## src/rtl/tscm_pkg.sv

```systemverilog
// tscm_pkg: shared constants and types for the touch sense clock and mask core
// assumes a single system clock domain and a decoded serial command interface upstream
package tscm_pkg;
  localparam int         CHANNELS        = 8;
  // command codes of the decoded serial command port (values chosen for this core)
  localparam logic [2:0] CMD_READ_SENSOR = 3'h1;
  localparam logic [2:0] CMD_WRITE_CLOCK = 3'h2;
  localparam logic [2:0] CMD_READ_CLOCK  = 3'h3;
  localparam logic [2:0] CMD_WRITE_MASK  = 3'h4;
  localparam logic [2:0] CMD_READ_MASK   = 3'h5;
  // clock setting fields
  localparam int         CLK_OUT_BIT     = 7;
  localparam int         CLK_IN_BIT      = 6;
  localparam int         UNUSED_BIT      = 5;
  localparam int         COARSE_LSB      = 3;
  localparam int         TUNE_LSB        = 0;
  // reset values
  localparam logic [7:0] SENSOR_RESET    = 8'h00;
  localparam logic [7:0] CLOCK_RESET     = 8'h0C;  // coarse 01, tuning 100
  localparam logic [7:0] MASK_RESET      = 8'hFF;
  // oscillator model: nominal period in mclk cycles, tuning scaled in eighths
  localparam logic [7:0] OSC_NOM_CYCLES  = 8'h08;
  // start-up charge phase lengths in sample slots
  localparam logic [3:0] FAST_SLOTS      = 4'h6;
  localparam logic [3:0] FINE_SLOTS      = 4'h4;

  typedef enum logic [1:0] {ST_IDLE, ST_FAST, ST_FINE, ST_RUN} tscm_start_t;
endpackage : tscm_pkg

```

## src/rtl/tscm_tick_if.sv

```systemverilog
// tscm_tick_if: carries the internal sample tick from the clock generator to the core
// assumes both ends on mclk
`timescale 1ns/1ns
interface tscm_tick_if;
  logic tick;      // one-cycle internal clock pulse
  logic oscOn;     // internal oscillator powered
  modport gen  (output tick, output oscOn);
  modport user (input tick, input oscOn);
endinterface : tscm_tick_if

```

## src/rtl/tscm_core.sv

```systemverilog
// tscm_core: sensor state, clock setting and channel mask registers with channel sequencer
// assumes decoded register commands from the serial front end, and per-channel
// touch and charge-level inputs from the analog front end
`timescale 1ns/1ns
module tscm_core
  import tscm_pkg::*;
#(
  parameter int CH = CHANNELS
)(
  // clock and reset
  input  wire logic          mclk,
  input  wire logic          rstn,
  // decoded command port
  input  wire logic          cmdValid,
  input  wire logic [2:0]    cmdCode,
  input  wire logic [7:0]    cmdWrData,
  output logic [7:0]         cmdRdData,
  output logic               cmdRdValid,
  // configuration bits held elsewhere
  input  wire logic          maskPowerMode,
  input  wire logic          primaryMode,
  input  wire logic          secondaryMode,
  input  wire logic          regulatorOff,
  // cascade clock pins
  input  wire logic          extClkPin,
  output logic               clkOutPin,
  output logic               clkOutEn,
  // analog front end
  input  wire logic [CH-1:0] touchRaw,
  input  wire logic [CH-1:0] nearTarget,
  input  wire logic [CH-1:0] atTarget,
  input  wire logic          analogPorDone,
  output logic [CH-1:0]      sampleStrobe,
  output logic [CH-1:0]      fastCharge,
  output logic [CH-1:0]      fineCharge,
  output logic [CH-1:0]      countEnable,
  output logic               analogPowerOn,
  output logic               oscPowerOn
);
  import tscm_pkg::*;

  logic [7:0]    sensor_q;
  logic [7:0]    clock_q;
  logic [7:0]    mask_q;
  logic [7:0]    maskPrev_q;
  logic [2:0]    chanSel_q;
  logic [2:0]    extSync_q;
  logic          extLevel_q;
  logic          clkOut_q;
  logic          useExtClk;
  logic          tickSeen;
  logic [7:0]    rdData_d;
  logic [CH-1:0] startReq;
  tscm_start_t   startSt_q [CH];
  logic [3:0]    slotCnt_q [CH];
  tscm_tick_if   tickBus();
  logic [3*CH:0] anaSync1_q;
  logic [3*CH:0] anaSync2_q;
  logic [3*CH:0] anaSync3_q;
  logic [3*CH:0] anaLevel_q;
  logic [CH-1:0] touchLvl;
  logic [CH-1:0] nearLvl;
  logic [CH-1:0] atLvl;
  logic          porDoneLvl;

  // next enabled channel after cur; in normal power every channel counts
  function automatic logic [2:0] nextChan(input logic [2:0] cur, input logic [7:0] msk,
                                          input logic lowPower);
    logic [2:0] cand;
    nextChan = cur + 3'd1;
    for (int i = 1; i <= 8; i++) begin
      cand = 3'(cur + 3'(i));
      if (!lowPower || msk[cand]) begin
        nextChan = cand;
        break;
      end
    end
  endfunction : nextChan

  // clock setting register; bit 5 stored as written so reads echo it
  always_ff @(posedge mclk or negedge rstn) begin
    if (!rstn) begin
      clock_q <= CLOCK_RESET;
    end else if (cmdValid && cmdCode == CMD_WRITE_CLOCK) begin
      clock_q <= cmdWrData;
    end
  end

  // channel mask register
  always_ff @(posedge mclk or negedge rstn) begin
    if (!rstn) begin
      mask_q     <= MASK_RESET;
      maskPrev_q <= MASK_RESET;
    end else begin
      maskPrev_q <= mask_q;
      if (cmdValid && cmdCode == CMD_WRITE_MASK) begin
        mask_q <= cmdWrData;
      end
    end
  end

  // read path; registers live on the main supply, so reads work with analog off
  always_comb begin
    rdData_d = 8'h00;
    if (cmdCode == CMD_READ_SENSOR) begin
      rdData_d = sensor_q;
    end else if (cmdCode == CMD_READ_CLOCK) begin
      rdData_d = clock_q;
    end else if (cmdCode == CMD_READ_MASK) begin
      rdData_d = mask_q;
    end
  end

  always_ff @(posedge mclk or negedge rstn) begin
    if (!rstn) begin
      cmdRdData  <= 8'h00;
      cmdRdValid <= 1'b0;
    end else begin
      cmdRdValid <= cmdValid && (cmdCode == CMD_READ_SENSOR || cmdCode == CMD_READ_CLOCK ||
                                 cmdCode == CMD_READ_MASK);
      if (cmdValid) begin
        cmdRdData <= rdData_d;
      end
    end
  end

  // external clock pin: three stages, level changes once stages two and three agree
  always_ff @(posedge mclk or negedge rstn) begin
    if (!rstn) begin
      extSync_q  <= 3'b000;
      extLevel_q <= 1'b0;
    end else begin
      extSync_q <= {extSync_q[1:0], extClkPin};
      if (extSync_q[1] == extSync_q[2]) begin
        extLevel_q <= extSync_q[2];
      end
    end
  end

  // analog levels come from the regulated domain: three stages, and a bit changes only
  // once stages two and three agree, so a comparator caught mid-swing is ignored
  always_ff @(posedge mclk or negedge rstn) begin
    if (!rstn) begin
      anaSync1_q <= '0;
      anaSync2_q <= '0;
      anaSync3_q <= '0;
      anaLevel_q <= '0;
    end else begin
      anaSync1_q <= {analogPorDone, atTarget, nearTarget, touchRaw};
      anaSync2_q <= anaSync1_q;
      anaSync3_q <= anaSync2_q;
      anaLevel_q <= (anaSync3_q & ~(anaSync2_q ^ anaSync3_q)) |
                    (anaLevel_q & (anaSync2_q ^ anaSync3_q));
    end
  end
  assign touchLvl   = anaLevel_q[0 +: CH];
  assign nearLvl    = anaLevel_q[CH +: CH];
  assign atLvl      = anaLevel_q[2*CH +: CH];
  assign porDoneLvl = anaLevel_q[3*CH];

  assign useExtClk = clock_q[CLK_IN_BIT] || secondaryMode;

  tscm_clock_gen u_clock_gen (
    .mclk       (mclk),
    .rstn       (rstn),
    .oscTune    (clock_q[TUNE_LSB +: 3]),
    .coarseDiv  (clock_q[COARSE_LSB +: 2]),
    .useExtClk  (useExtClk),
    .extClkSync (extLevel_q),
    .tickPort   (tickBus.gen)
  );

  assign tickSeen   = tickBus.tick;
  assign oscPowerOn = tickBus.oscOn;

  // sample clock output toggles each internal tick, so its rising edge marks every second sample
  always_ff @(posedge mclk or negedge rstn) begin
    if (!rstn) begin
      clkOut_q <= 1'b0;
    end else if (tickSeen) begin
      clkOut_q <= !clkOut_q;
    end
  end
  assign clkOutEn  = clock_q[CLK_OUT_BIT] || primaryMode;
  assign clkOutPin = clkOutEn && clkOut_q;

  // sequencer: one channel per internal tick, eight ticks per full round in normal power mode
  always_ff @(posedge mclk or negedge rstn) begin
    if (!rstn) begin
      chanSel_q <= 3'd0;
    end else if (tickSeen) begin
      chanSel_q <= nextChan(chanSel_q, mask_q, maskPowerMode);
    end
  end

  // sample strobe; in low power mode a masked channel is never strobed
  always_comb begin
    sampleStrobe = '0;
    if (tickSeen && (!maskPowerMode || mask_q[chanSel_q])) begin
      sampleStrobe[chanSel_q] = 1'b1;
    end
  end

  // sensor state: masked channels still sampled in normal power mode but never reflected
  always_ff @(posedge mclk or negedge rstn) begin
    if (!rstn) begin
      sensor_q <= SENSOR_RESET;
    end else if (tickSeen && mask_q[chanSel_q] && startSt_q[chanSel_q] == ST_RUN) begin
      sensor_q[chanSel_q] <= touchLvl[chanSel_q];
    end
  end

  // a rising mask bit restarts that channel
  assign startReq = mask_q & ~maskPrev_q;

  // per-channel start-up: fast charge, fine steps, then counters run
  for (genvar c = 0; c < CH; c++) begin : g_start
    always_ff @(posedge mclk or negedge rstn) begin
      if (!rstn) begin
        startSt_q[c] <= ST_IDLE;
        slotCnt_q[c] <= 4'h0;
      end else if (!porDoneLvl) begin
        startSt_q[c] <= ST_IDLE;
        slotCnt_q[c] <= 4'h0;
      end else if (startReq[c]) begin
        startSt_q[c] <= ST_FAST;
        slotCnt_q[c] <= 4'h0;
      end else begin
        case (startSt_q[c])
          ST_IDLE: begin
            startSt_q[c] <= ST_FAST;
            slotCnt_q[c] <= 4'h0;
          end
          ST_FAST: begin
            if (sampleStrobe[c]) begin
              slotCnt_q[c] <= slotCnt_q[c] + 4'h1;
              // leave fast charge when near target, or after a bounded time
              if (nearLvl[c] || slotCnt_q[c] >= FAST_SLOTS) begin
                startSt_q[c] <= ST_FINE;
                slotCnt_q[c] <= 4'h0;
              end
            end
          end
          ST_FINE: begin
            if (sampleStrobe[c] && (atLvl[c] || slotCnt_q[c] >= FINE_SLOTS)) begin
              startSt_q[c] <= ST_RUN;
            end else if (sampleStrobe[c]) begin
              slotCnt_q[c] <= slotCnt_q[c] + 4'h1;
            end
          end
          ST_RUN: begin
            startSt_q[c] <= ST_RUN;
          end
          default: begin
            startSt_q[c] <= ST_IDLE;
          end
        endcase
      end
    end
    assign fastCharge[c]  = startSt_q[c] == ST_FAST;
    assign fineCharge[c]  = startSt_q[c] == ST_FINE;
    assign countEnable[c] = startSt_q[c] == ST_RUN;
  end

  // regulator on unless the controller turned it off for an external supply
  assign analogPowerOn = !regulatorOff;
endmodule : tscm_core

```

## src/rtl/tscm_clock_gen.sv

```systemverilog
// tscm_clock_gen: oscillator tuning, coarse divider and external clock selection
// assumes extClkSync is already synchronised to mclk
`timescale 1ns/1ns
module tscm_clock_gen
  import tscm_pkg::*;
(
  // clock and reset
  input  wire logic       mclk,
  input  wire logic       rstn,
  // settings
  input  wire logic [2:0] oscTune,
  input  wire logic [1:0] coarseDiv,
  input  wire logic       useExtClk,
  input  wire logic       extClkSync,
  // tick out
  tscm_tick_if.gen        tickPort
);
  import tscm_pkg::*;

  logic [10:0] oscCnt_q;
  logic [5:0]  divCnt_q;
  logic        oscTick;
  logic        extPrev_q;
  logic [10:0] oscPeriod;
  logic [5:0]  divMax;

  // tuning 0.5..1.75 in steps; period scales inversely (period = nom*8/m8)
  function automatic logic [10:0] tunePeriod(input logic [2:0] code);
    logic [10:0] m8;
    m8 = (code < 3'd4) ? 11'(4 + code) : 11'(8 + 2 * (code - 3'd4));
    return 11'((OSC_NOM_CYCLES * 11'd8) / m8);
  endfunction : tunePeriod

  assign oscPeriod = tunePeriod(oscTune);
  // 00 -> 64, 01 -> 16, 10 -> 4, 11 -> 1
  assign divMax = (coarseDiv == 2'b00) ? 6'd63 : (coarseDiv == 2'b01) ? 6'd15 :
                  (coarseDiv == 2'b10) ? 6'd3 : 6'd0;

  // oscillator stops when the external clock is selected, saving power
  always_ff @(posedge mclk or negedge rstn) begin
    if (!rstn) begin
      oscCnt_q <= '0;
    end else if (useExtClk) begin
      oscCnt_q <= '0;
    end else if (oscCnt_q >= oscPeriod - 11'd1) begin
      oscCnt_q <= '0;
    end else begin
      oscCnt_q <= oscCnt_q + 11'd1;
    end
  end
  assign oscTick = !useExtClk && (oscCnt_q >= oscPeriod - 11'd1);

  // coarse divider
  always_ff @(posedge mclk or negedge rstn) begin
    if (!rstn) begin
      divCnt_q <= '0;
    end else if (oscTick) begin
      divCnt_q <= (divCnt_q >= divMax) ? 6'd0 : divCnt_q + 6'd1;
    end
  end

  // external clock: inverted, so sampling happens on its falling edge
  always_ff @(posedge mclk or negedge rstn) begin
    if (!rstn) begin
      extPrev_q <= 1'b0;
    end else begin
      extPrev_q <= extClkSync;
    end
  end

  assign tickPort.tick  = useExtClk ? (extPrev_q && !extClkSync)
                                    : (oscTick && divCnt_q >= divMax);
  assign tickPort.oscOn = !useExtClk;
endmodule : tscm_clock_gen

```

## config.mk

```make
export PLATFORM = sky130hd
export DESIGN_NAME = tscm_core
export DESIGN_NICKNAME = d
export VERILOG_FILES = /design/src/rtl/tscm_pkg.sv /design/src/rtl/tscm_tick_if.sv /design/src/rtl/tscm_core.sv /design/src/rtl/tscm_clock_gen.sv
export SDC_FILE = /design/constraint.sdc
export NUM_CORES = 1
export LEC_CHECK = 0
export BUFFER_PORTS_ARGS = -buffer_cell sky130_fd_sc_hd__buf_2
export CAP_MARGIN = 20
export CORE_ASPECT_RATIO = 1.2
export CORE_MARGIN = 5
export CORE_UTILIZATION = 66
export DETAILED_ROUTE_END_ITERATION = 10
export GPL_TIMING_DRIVEN = 0
export PLACE_DENSITY = 0.83
export SLEW_MARGIN = 20
export SYNTH_ARGS = -nofsm -noshare
export SYNTH_HDL_FRONTEND = slang
export SYNTH_SLANG_ARGS = --single-unit
```

## constraint.sdc

```tcl
create_clock -name mclk -period 48.3 [get_ports mclk]
set_clock_uncertainty 0.05 [all_clocks]
set_input_delay 9.66 -clock mclk [delete_from_list [all_inputs] [get_ports mclk]]
set_output_delay 9.66 -clock mclk [all_outputs]
set_load 0.005 [all_outputs]
```

==> results.yml, run 1 <==
setup_path:
  critPathKind: "reg2out"
  worst-path-buf-inv: 11
  worst_path_max_delay_cell: "sky130_fd_sc_hd__clkbuf_1"
  setup.worst_path.end: "sampleStrobe[7]"
  crit_start: "clock_q[2]"
  timing.reg2reg.worst_path_depth: 62
  data_arrival_critical_path_ps: 16200
  worst_path_top_cell_family_by_delay: "compound AO/OA/AOI/OAI gates"
  setup.worst_path.start_class: "flip-flop"
  timing.reg2reg.setup_slack_ps: 32140
  crit_top_cell: "sky130_fd_sc_hd__ha_1"
  crit_required_ps: 38590
  reg2reg_to: "startSt_q[8]"
  worst_path_largest_cell_delay_ps: 660
  critical_path.reg2reg.startpoint: "clock_q[2]"
  critical_path.max_fanout: 10
  worstSetupEndpointType: "output pin"
  critical_path_depth: 60
drt:
  post-route-drc-count: 0
  detail_route.first_pass.iterations: 5
  wire_per_inst_um: 18.3
  finalWirelength_um: 27800
  initialDrtViolationCount: 775
  detailroute.via_count: 9493
  vias_cell: 6.27
  postRouteAntennaNets: 0
die:
  die-width_um: 133
  die-area_mm2: 0.0209
  start_util_pct: 66.3
  boundaryPins: 89
  placement_rows: 54
  die_height_um: 157
  coreArea_mm2: 0.0180
clock_tree:
  cts.root.buffer_cell: "sky130_fd_sc_hd__clkbuf_16"
  total_cts_buffers: 22
  cts_num_sinks: 215
  clk_path_buf_depth: 3
  count_of_hold_buffers_inserted_by_post_cts_repair: 0
  insertion_delay_ps: 510
  ctsHtreeMaxLevel: 1
  cts_tree: "yes"
  clk_pin_slew_ps: 60
  post_cts_buffers: 0
  cts_repair_resize_count: 0
timing:
  timing.fmax_mhz: 38.6
  worst-slew-pin-transition_ps: 922
  fin_crit_sh_pct: 53.6
  finalMaxSlewViolations: 0
  postLayoutSetupSlackWorst_ps: 22390
  max-slew-margin-rel_pct: 37.9
  final_hold_viol_count: 0
  setup_viol: 0
  setup_tns_ps: 0
  rsz0062_at_grt: "false"
  finalCriticalPeriod_ps: 25910
job:
  maxCapViolCount: 0
placed_design:
  gpl.final_weighted_congestion: 0.982
  placed_cell_area_mm2: 0.0127
  dp_slack_ps: 23360
  hpwl_um: 19800
  port_buffers: 87
final_layout:
  layout.cells.most_common_list: "197 x sky130_fd_sc_hd__dfrtp_1, 109 x sky130_fd_sc_hd__nor2_1, 90 x sky130_fd_sc_hd__buf_2"
  layout_commonest_cell: "sky130_fd_sc_hd__dfrtp_1"
  drive_above_1_share_pct: 17.0
  area.growth.synth_to_final_pct: 13.3
  num-fill-cells: 1249
  antenna_cells: 0
  design.final.nets: 1409
  postLayoutCellArea_mm2: 0.0136
power:
  peakVddDrop_v: 0.0000480
  leakagePower_nw: 6.15
  power.density_mw_per_mm2: 63.8
run_status:
  run_status: "finished clean"
logic_synthesis:
  synth_adder_area_share_pct: 11.6
  synth_xor_area_share_pct: 1.89
  dominantRegCellSynth: "sky130_fd_sc_hd__dfrtp_1"
  synth_cells: 1162
  largest_family_of_logic_cells_by_synthesized_area: "compound AO/OA/AOI/OAI gates"
  post_synthesis_share_of_cell_area_spent_on_and_or_nand_and_nor_gates_pct: 15.7
  yosysUniqueCellTypes: 93
  synth-edff-count: 0
  synth-compound-area-share_pct: 16.9
  synth-async-reset-ratio_pct: 100
  synth_area_mm2: 0.0120
  synth_warnings: 0
  ys_seq_elements: 215
  postSynthAreaPerCell_um2: 10.3
  seq_area_frac_synth_pct: 45.2
  synth.net_count: 1295
  muxShareOfSynthArea_pct: 5.52
global_routing:
  antenna_found_initial: 0
  globalRouteOverflowTotal: 0
  global_route_wire_length_before_repair_um: 46200
  overall_global_routing_resource_usage_pct: 26.8
  grt_pass1_vias: 9290
  grt_start_max_net_pins: 93
min_path:
  hold_class: "reg2reg"
==> cells by family after synthesis <==
group,after synthesis
xor+xnor,25
mux,49
buf+inv,94
simple gates,376
fa+ha+maj,116
flops,215
compound gates,287
==> synth_stat cells, drive strengths merged (4+ instances only) <==
cell     count  area, um2
or2          7       43.8
xor2        11       96.3
a31o         4       35.0
o211ai       7       62.6
dfrtp      197       4930
nor3b        8       87.6
a41oi       16        140
o21bai       7       52.6
clkbuf      23       86.3
nand2b      23        144
inv         60        228
o2bb2ai      5       43.8
and3        11       68.8
o21ai       61        309
a22oi        4       30.0
or3          7       43.8
o21a         7       52.6
a21boi       5       37.5
nor4         7       43.8
nand3       36        185
o22ai       15       93.8
nand3b       7       52.6
mux2        16        180
nand4       12       75.1
o31ai        5       37.5
and2        10       62.6
a31oi       13       96.3
a21oi       61        309
nor2       109        409
dfstp       18        473
ha          88       1100
xnor2       14        130
mux2i       22        233
nor3        28        140
mux4        11        248
nand2       84        333
maj3        27        270
a211oi      20        163
a21o        13       97.6
o32ai        4       35.0
nor2b       20        125
buf          9       61.3
==> routing by layer <==
metal	vias up	wire length [um]	GRT usage (%)
met5	-	0	0
met4	0	865	9.80
met3	74	1700	3.32
met2	363	13900	46.4
met1	4605	11300	34.9
li1	4451	-	-
==> stage by stage <==
step	power (mW)	utilization, %	std cells	hold WS [ps]
floorplan	0.565	-	1162	281
finish	0.865	75.1	1515	296
CTS	0.858	75.1	1514	297
global placement	0.655	70.3	1473	281
global route	0.923	75.1	1515	302
detailed placement	0.667	70.6	1475	285
==> how the worst min path moves through the flow <==
stage	start	endpoint	slack, ps	cells after the start
finish	anaSync1_q[4]	anaSync2_q[4]	300	0
global route	anaSync1_q[14]	anaSync2_q[14]	300	0
CTS	anaSync1_q[4]	anaSync2_q[4]	300	0
detailed placement	anaSync1_q[2]	anaSync2_q[2]	280	0
global placement	anaSync1_q[0]	anaSync2_q[0]	280	0
floorplan	anaSync1_q[0]	anaSync2_q[0]	280	0
==> area by class of cell <==
type                       count  area (um2)  share of cell area, %
multi-input combinational    853        6180                   45.6
sequential                   215        5400                   39.9
clock buffer                  29         638                   4.71
timing repair buffer          90         505                   3.73
tap                          224         280                   2.07
inverter                      62         235                   1.74
clock inverter                10         159                   1.17
buffer                        32         148                   1.09
==> power breakdown <==
part	switching, mW	internal [mW]	total, mW
clock network	0.0708	0.115	0.185
logic	0.267	0.180	0.448
registers	0.0257	0.207	0.232
total	0.364	0.502	0.865
==> worst reg2reg max path: cells and delay by family (launching register included) <==
kind            cells  cell delay (ps)
fa+ha+maj          10             3330
mux                 1              270
simple gates       17             3300
buf+inv            10             2180
compound gates     24             6520
flops               1              390
No activity file was read; power rests on OpenSTA's default activity.
==> run 2, diff against run 1 <==
--- a/config.mk
+++ b/config.mk
@@ -9,10 +9,10 @@
 export CAP_MARGIN = 20
 export CORE_ASPECT_RATIO = 1.2
 export CORE_MARGIN = 5
-export CORE_UTILIZATION = 66
+export CORE_UTILIZATION = 61
 export DETAILED_ROUTE_END_ITERATION = 10
 export GPL_TIMING_DRIVEN = 0
-export PLACE_DENSITY = 0.83
+export PLACE_DENSITY = 0.78
 export SLEW_MARGIN = 20
 export SYNTH_ARGS = -nofsm -noshare
 export SYNTH_HDL_FRONTEND = slang
==> constraint.sdc (replaced) <==
create_clock -name mclk -period 25.5 [get_ports mclk]
set_clock_uncertainty 0.05 [all_clocks]
set_input_delay 5.1 -clock mclk [delete_from_list [all_inputs] [get_ports mclk]]
set_output_delay 5.1 -clock mclk [all_outputs]
set_load 0.005 [all_outputs]
==> run 2 against run 1 <==
Against the previous run:
- global-route usage decreased by 1.7 points
- utilization down 5.4 points
- worst hold slack lost 2.5 ps
- register-to-register slack got worse by 23000 ps
- via count shrank 0.92%
- sequential power increased by 89%
- first-iteration DRC count is 27% lower
- wire length shrank 0.60%
- non-clock buffer count is 1 lower
- largest cell class unchanged
==> results.yml, run 2 (synthesis gave the netlist of run 1 again) <==
setup_path:
  critPathKind: "reg2out"
  crit_start: "clock_q[2]"
  setup.worst_path.start_class: "flip-flop"
  worst_path_max_delay_cell: "sky130_fd_sc_hd__clkbuf_1"
  crit_required_ps: 20350
  critical_path.reg2reg.startpoint: "clock_q[2]"
  data_arrival_critical_path_ps: 16170
  worst_path_largest_cell_delay_ps: 590
  worstSetupEndpointType: "output pin"
  crit_top_cell: "sky130_fd_sc_hd__ha_1"
  critical_path.max_fanout: 12
placed_design:
  placed_cell_area_mm2: 0.0128
  number_of_cells_in_the_design_after_placement: 1512
  port_buffers: 87
  gpl.final_weighted_congestion: 0.937
  hpwl_um: 20300
min_path:
  holdCritStartpoint: "anaSync1_q[23]"
  hold_class: "reg2reg"
clock_tree:
  cts_num_sinks: 215
  total_cts_buffers: 22
  cts.root.buffer_cell: "sky130_fd_sc_hd__clkbuf_16"
  count_of_hold_buffers_inserted_by_post_cts_repair: 0
  post_cts_buffers: 0
  clk_pin_slew_ps: 60
  cts_tree: "yes"
  ctsHtreeMaxLevel: 1
  cts_repair_resize_count: 0
  clk_path_buf_depth: 3
  insertion_delay_ps: 500
final_layout:
  postLayoutCellArea_mm2: 0.0135
  utilization_pct: 69.7
  area.growth.synth_to_final_pct: 13.1
  layout.cells.most_common_list: "197 x sky130_fd_sc_hd__dfrtp_1, 109 x sky130_fd_sc_hd__nor2_1, 90 x sky130_fd_sc_hd__buf_2"
  antenna_cells: 0
  layout.cells.non_filler: 1550
  design.final.nets: 1408
  layout_commonest_cell: "sky130_fd_sc_hd__dfrtp_1"
  drive_above_1_share_pct: 16.8
global_routing:
  overall_global_routing_resource_usage_pct: 25.1
  grt_pass1_vias: 9328
  global_route_wire_length_before_repair_um: 45800
  antenna_found_initial: 0
  globalRouteOverflowTotal: 0
  grt_start_max_net_pins: 83
timing:
  timing.fmax_mhz: 46.9
  max-slew-margin-rel_pct: 38.7
  rsz0062_at_grt: "false"
  setup_viol: 0
  fin_crit_sh_pct: 83.6
  finalCriticalPeriod_ps: 21320
  worst-slew-pin-transition_ps: 910
  finalMaxSlewViolations: 0
  setup_tns_ps: 0
  final_hold_viol_count: 0
die:
  die-area_mm2: 0.0225
  die_height_um: 163
  boundaryPins: 89
  die-width_um: 138
  start_util_pct: 61.6
  coreArea_mm2: 0.0194
  placement_rows: 56
job:
  maxCapViolCount: 0
drt:
  vias_cell: 6.07
  detail_route.first_pass.iterations: 8
  finalWirelength_um: 27600
  initialDrtViolationCount: 566
  post-route-drc-count: 0
  wire_per_inst_um: 17.8
  detailroute.via_count: 9406
  postRouteAntennaNets: 0
run_status:
  run_status: "finished clean"
power:
  power.density_mw_per_mm2: 119
  peakVddDrop_v: 0.0000851
  leakagePower_nw: 6.11
  p_total_mw: 1.61
-- run 2: changes by cell type in the layout (fill, tap and decap cells not counted), sizes merged --
cell / change
bufinv: -2
clkbuf: +1
clkinv: -1
-- run 2: cell type report --
| class | instances | area (um2) |
|---|---|---|
| buffer | 32 | 148 |
| clock buffer | 31 | 636 |
| clock inverter | 7 | 93.8 |
| fill | 1480 | 5880 |
| inverter | 62 | 235 |
| multi-input combinational | 853 | 6190 |
| sequential | 215 | 5400 |
| tap | 261 | 327 |
| timing repair buffer | 89 | 500 |
-- run 2: worst max-delay path, delay by kind of cell (launching register included) --
kind	cells	cell delay (ps)
multiplexers	1	280
AND/OR/NAND/NOR	16	2930
buffers and inverters	11	2400
AO/OA/AOI/OAI	21	6040
adder cells (fa/ha/maj)	10	3380
flip-flops	1	570
-- run 2: path summary, 6_finish.rpt --
| kind | end | slack (ps) | cells past startpoint |
|---|---|---|---|
| setup / recovery | sampleStrobe[7] | 4180 | 59 |
| hold / removal | anaSync2_q[23] | 290 | 0 |
| setup reg to reg | startSt_q[0] | 9280 | 61 |
| hold reg to reg | anaSync2_q[23] | 290 | 0 |
| max in group asynchronous | maskPrev_q[4] | 20130 | 2 |
| min in group asynchronous | anaSync1_q[5] | 4470 | 1 |
-- run 2: report_power, final --
group / total, mW / switching [mW] / internal (mW)
registers: 0.439 / 0.0474 / 0.391
clock network: 0.323 / 0.129 / 0.194
logic: 0.843 / 0.502 / 0.341
total: 1.61 / 0.678 / 0.927
-- run 2: metrics by stage --
stage                     hold slack [ps]  setup slack (ps)
after floorplan                       281              7850
after global placement                282              5210
after detailed placement              285              4940
after CTS                             298              4360
after global routing                  305              3210
final                                 293              4180
-- run 2: routing by layer --
| layer | share of wire [%] | wire [um] | track usage, % | vias up |
|---|---|---|---|---|
| li1 | - | - | - | 4445 |
| met1 | 42 | 11600 | 33.1 | 4598 |
| met2 | 50 | 13800 | 43.0 | 297 |
| met3 | 4.8 | 1340 | 2.99 | 66 |
| met4 | 3.1 | 862 | 8.72 | 0 |
| met5 | 0 | 0 | 0 | - |
==> run 3, diff against run 2 <==
--- a/config.mk
+++ b/config.mk
@@ -5,6 +5,7 @@
 export SDC_FILE = /design/constraint.sdc
 export NUM_CORES = 1
 export LEC_CHECK = 0
+export ABC_AREA = 1
 export BUFFER_PORTS_ARGS = -buffer_cell sky130_fd_sc_hd__buf_2
 export CAP_MARGIN = 20
 export CORE_ASPECT_RATIO = 1.2
==> constraint.sdc (replaced) <==
create_clock -name mclk -period 21.2 [get_ports mclk]
set_clock_uncertainty 0.05 [all_clocks]
set_input_delay 4.24 -clock mclk [delete_from_list [all_inputs] [get_ports mclk]]
set_output_delay 4.24 -clock mclk [all_outputs]
set_load 0.005 [all_outputs]
==> run 3 against run 2 <==
Against the previous run:
- sequential share of layout area about the same
- count of clock-buffer cells in the layout unchanged
- synthesized cell count increased by 20%
- first-iteration DRC count decreased by 0.88%
- die area about the same
- area after synthesis about the same
- critical path depth increased by 23
- power increased by 15%
- utilization about the same
- non-clock buffer count decreased by 12
- final area about the same
- register-to-register slack got worse by 2400 ps
- largest cell class unchanged
- largest power group unchanged
- highest routed layer unchanged
==> results.yml, run 3 <==
power:
  power.density_mw_per_mm2: 136
  leakagePower_nw: 6.89
  p_total_mw: 1.84
  peakVddDrop_v: 0.000122
timing:
  worst-slew-pin-transition_ps: 891
  rsz0062_at_grt: "false"
  final_hold_viol_count: 0
  finalCriticalPeriod_ps: 18420
  max-slew-margin-rel_pct: 40.1
  finalMaxSlewViolations: 0
  fin_crit_sh_pct: 86.9
  setup_viol: 0
  timing.fmax_mhz: 54.3
  setup_tns_ps: 0
clock_tree:
  clk_pin_slew_ps: 60
  clk_path_buf_depth: 3
  post_cts_buffers: 0
  cts_tree: "yes"
  insertion_delay_ps: 530
  cts.root.buffer_cell: "sky130_fd_sc_hd__clkbuf_16"
  ctsHtreeMaxLevel: 1
  total_cts_buffers: 23
  cts_num_sinks: 215
  count_of_hold_buffers_inserted_by_post_cts_repair: 0
  cts_repair_resize_count: 0
global_routing:
  overall_global_routing_resource_usage_pct: 24.1
  grt_start_max_net_pins: 96
  grt_pass1_vias: 9523
  grt-busiest-layer: "met2"
  antenna_found_initial: 1
  gr-usage-met1_pct: 29.5
  met2_usage_pct: 43.1
  grt_util_met3_pct: 2.80
  globalRouteOverflowTotal: 0
  global_route_wire_length_before_repair_um: 44100
logic_synthesis:
  synth-compound-area-share_pct: 12.0
  post_synthesis_share_of_cell_area_spent_on_and_or_nand_and_nor_gates_pct: 22.1
  synth_area_mm2: 0.0120
  largest_family_of_logic_cells_by_synthesized_area: "simple AND/OR/NAND/NOR gates"
  synth.net_count: 1533
  synth.top_cells.by_area: "sky130_fd_sc_hd__dfrtp_1 41%, sky130_fd_sc_hd__ha_1 9.2%, sky130_fd_sc_hd__nand2_1 8.9%"
  postSynthAreaPerCell_um2: 8.55
  yosysUniqueCellTypes: 52
  synth_common_cells: "285 x sky130_fd_sc_hd__nand2_1, 202 x sky130_fd_sc_hd__inv_1, 197 x sky130_fd_sc_hd__dfrtp_1, 133 x sky130_fd_sc_hd__nor2_1, 120 x sky130_fd_sc_hd__o21ai_0"
  synth-edff-count: 0
  dominantRegCellSynth: "sky130_fd_sc_hd__dfrtp_1"
  muxShareOfSynthArea_pct: 0.0837
  seq_area_frac_synth_pct: 45.2
  synth_cells: 1400
  post-synth-top-area-fraction_pct: 41.2
  synth_adder_area_share_pct: 11.5
  synth_xor_area_share_pct: 1.68
  synth.largest_area_cell: "sky130_fd_sc_hd__dfrtp_1"
  ys_seq_elements: 215
  most_common_cell_in_the_synthesized_netlist: "sky130_fd_sc_hd__nand2_1"
  synth-async-reset-ratio_pct: 100
  synth_warnings: 0
setup_path:
  setup.worst_path.start_class: "flip-flop"
  critPathKind: "reg2out"
  crit_required_ps: 16910
  timing.reg2reg.worst_path_depth: 89
  worst_path_largest_cell_delay_ps: 580
  crit_top_cell: "sky130_fd_sc_hd__nand2_1"
  worstSetupEndpointType: "output pin"
  worst_path_max_delay_cell: "sky130_fd_sc_hd__dfstp_2"
  critical_path.max_fanout: 10
  data_arrival_critical_path_ps: 14130
die:
  boundaryPins: 89
  coreArea_mm2: 0.0194
  die-width_um: 138
  start_util_pct: 61.6
  die-area_mm2: 0.0225
  die_height_um: 163
  placement_rows: 56
placed_design:
  port_buffers: 87
  hpwl_um: 19700
  gpl.final_weighted_congestion: 0.924
min_path:
  hold_class: "reg2reg"
  whs_path_depth: 0
drt:
  post-route-drc-count: 0
  wire_per_inst_um: 14.6
  initialDrtViolationCount: 561
  vias_cell: 5.42
  detail_route.first_pass.iterations: 5
  finalWirelength_um: 26100
  detailroute.via_count: 9719
  postRouteAntennaNets: 0
final_layout:
  area.growth.synth_to_final_pct: 13.1
  layout.cells.most_common_list: "285 x sky130_fd_sc_hd__nand2_1, 202 x sky130_fd_sc_hd__inv_1, 197 x sky130_fd_sc_hd__dfrtp_1"
  layout_commonest_cell: "sky130_fd_sc_hd__nand2_1"
  drive_above_1_share_pct: 14.1
  design.final.nets: 1647
run_status:
  run_status: "finished clean"
job:
  maxCapViolCount: 0
-- run 3: cell types whose count changed after synthesis, sizes merged, moves of 21 or more --
cell / before / now
nand2: 84 / 307
inv: 60 / 208
o21ai: 61 / 122
nand3: 36 / 73
nor2: 109 / 143
a21oi: 61 / 34
nand2b: 23 / 0
mux2i: 22 / 1
-- run 3: layout make-up --
type	instances	area [um2]
Tap cell	261	327
Multi-Input combinational cell	956	5680
Timing Repair Buffer	89	500
Clock inverter	11	90.1
Clock buffer	31	646
Antenna cell	1	2.50
Sequential cell	215	5400
Buffer	20	96.3
Inverter	209	790
Fill cell	1536	5880
-- run 3: final timing paths --
kind / slack (ps) / from / end
max reg2reg: 6860 / clock_q[2] / slotCnt_q[30]
max: 2780 / clock_q[2] / sampleStrobe[0]
min: 280 / anaSync1_q[2] / anaSync2_q[2]
max in group asynchronous: 16390 / rstn / mask_q[0]
min in group asynchronous: 3540 / rstn / u_clock_gen.divCnt_q[2]
min reg2reg: 280 / anaSync1_q[2] / anaSync2_q[2]
-- run 3: where the power goes --
group          internal (mW)  leakage [nW]  switching, mW
clock                  0.217         0.360          0.165
sequential             0.470          2.65         0.0488
combinational          0.319          3.88          0.622
total                   1.01          6.89          0.836
-- run 3: cells by family after synthesis --
family,after synthesis
AND/OR/NAND/NOR,579
AO/OA/AOI/OAI,238
XOR/XNOR,23
flip-flops,215
multiplexers,1
adder cells (fa/ha/maj),115
buffers and inverters,229
-- run 3: layer usage --
| metal | part of all wire [%] | vias to the layer above |
|---|---|---|
| met1 | 41 | 4628 |
| met5 | 0 | - |
| met4 | 3.9 | 0 |
| met3 | 3.9 | 68 |
| li1 | - | 4823 |
| met2 | 51 | 200 |
-- run 3: worst max-delay path: cells and delay by family (launching register included) --
| kind | cells | cell delay (ps) |
|---|---|---|
| AO/OA/AOI/OAI | 9 | 2010 |
| XOR/XNOR | 1 | 230 |
| adder cells (fa/ha/maj) | 10 | 3390 |
| buffers and inverters | 18 | 1780 |
| flip-flops | 1 | 580 |
| AND/OR/NAND/NOR | 44 | 5560 |
-- run 3: through the flow --
| step | std cells | cell area (um2) | hold WS (ps) | utilization [%] | setup WS, ps |
|---|---|---|---|---|---|
| finish | 1793 | 13500 | 279 | 69.7 | 2780 |
| global route | 1793 | 13500 | 286 | 69.7 | 1670 |
| CTS | 1792 | 13500 | 279 | 69.7 | 2830 |
| detailed placement | 1750 | 12800 | 286 | 65.9 | 3440 |
| global placement | 1748 | 12700 | 281 | 65.6 | 3540 |
| floorplan | 1400 | 12000 | 281 | - | 6160 |
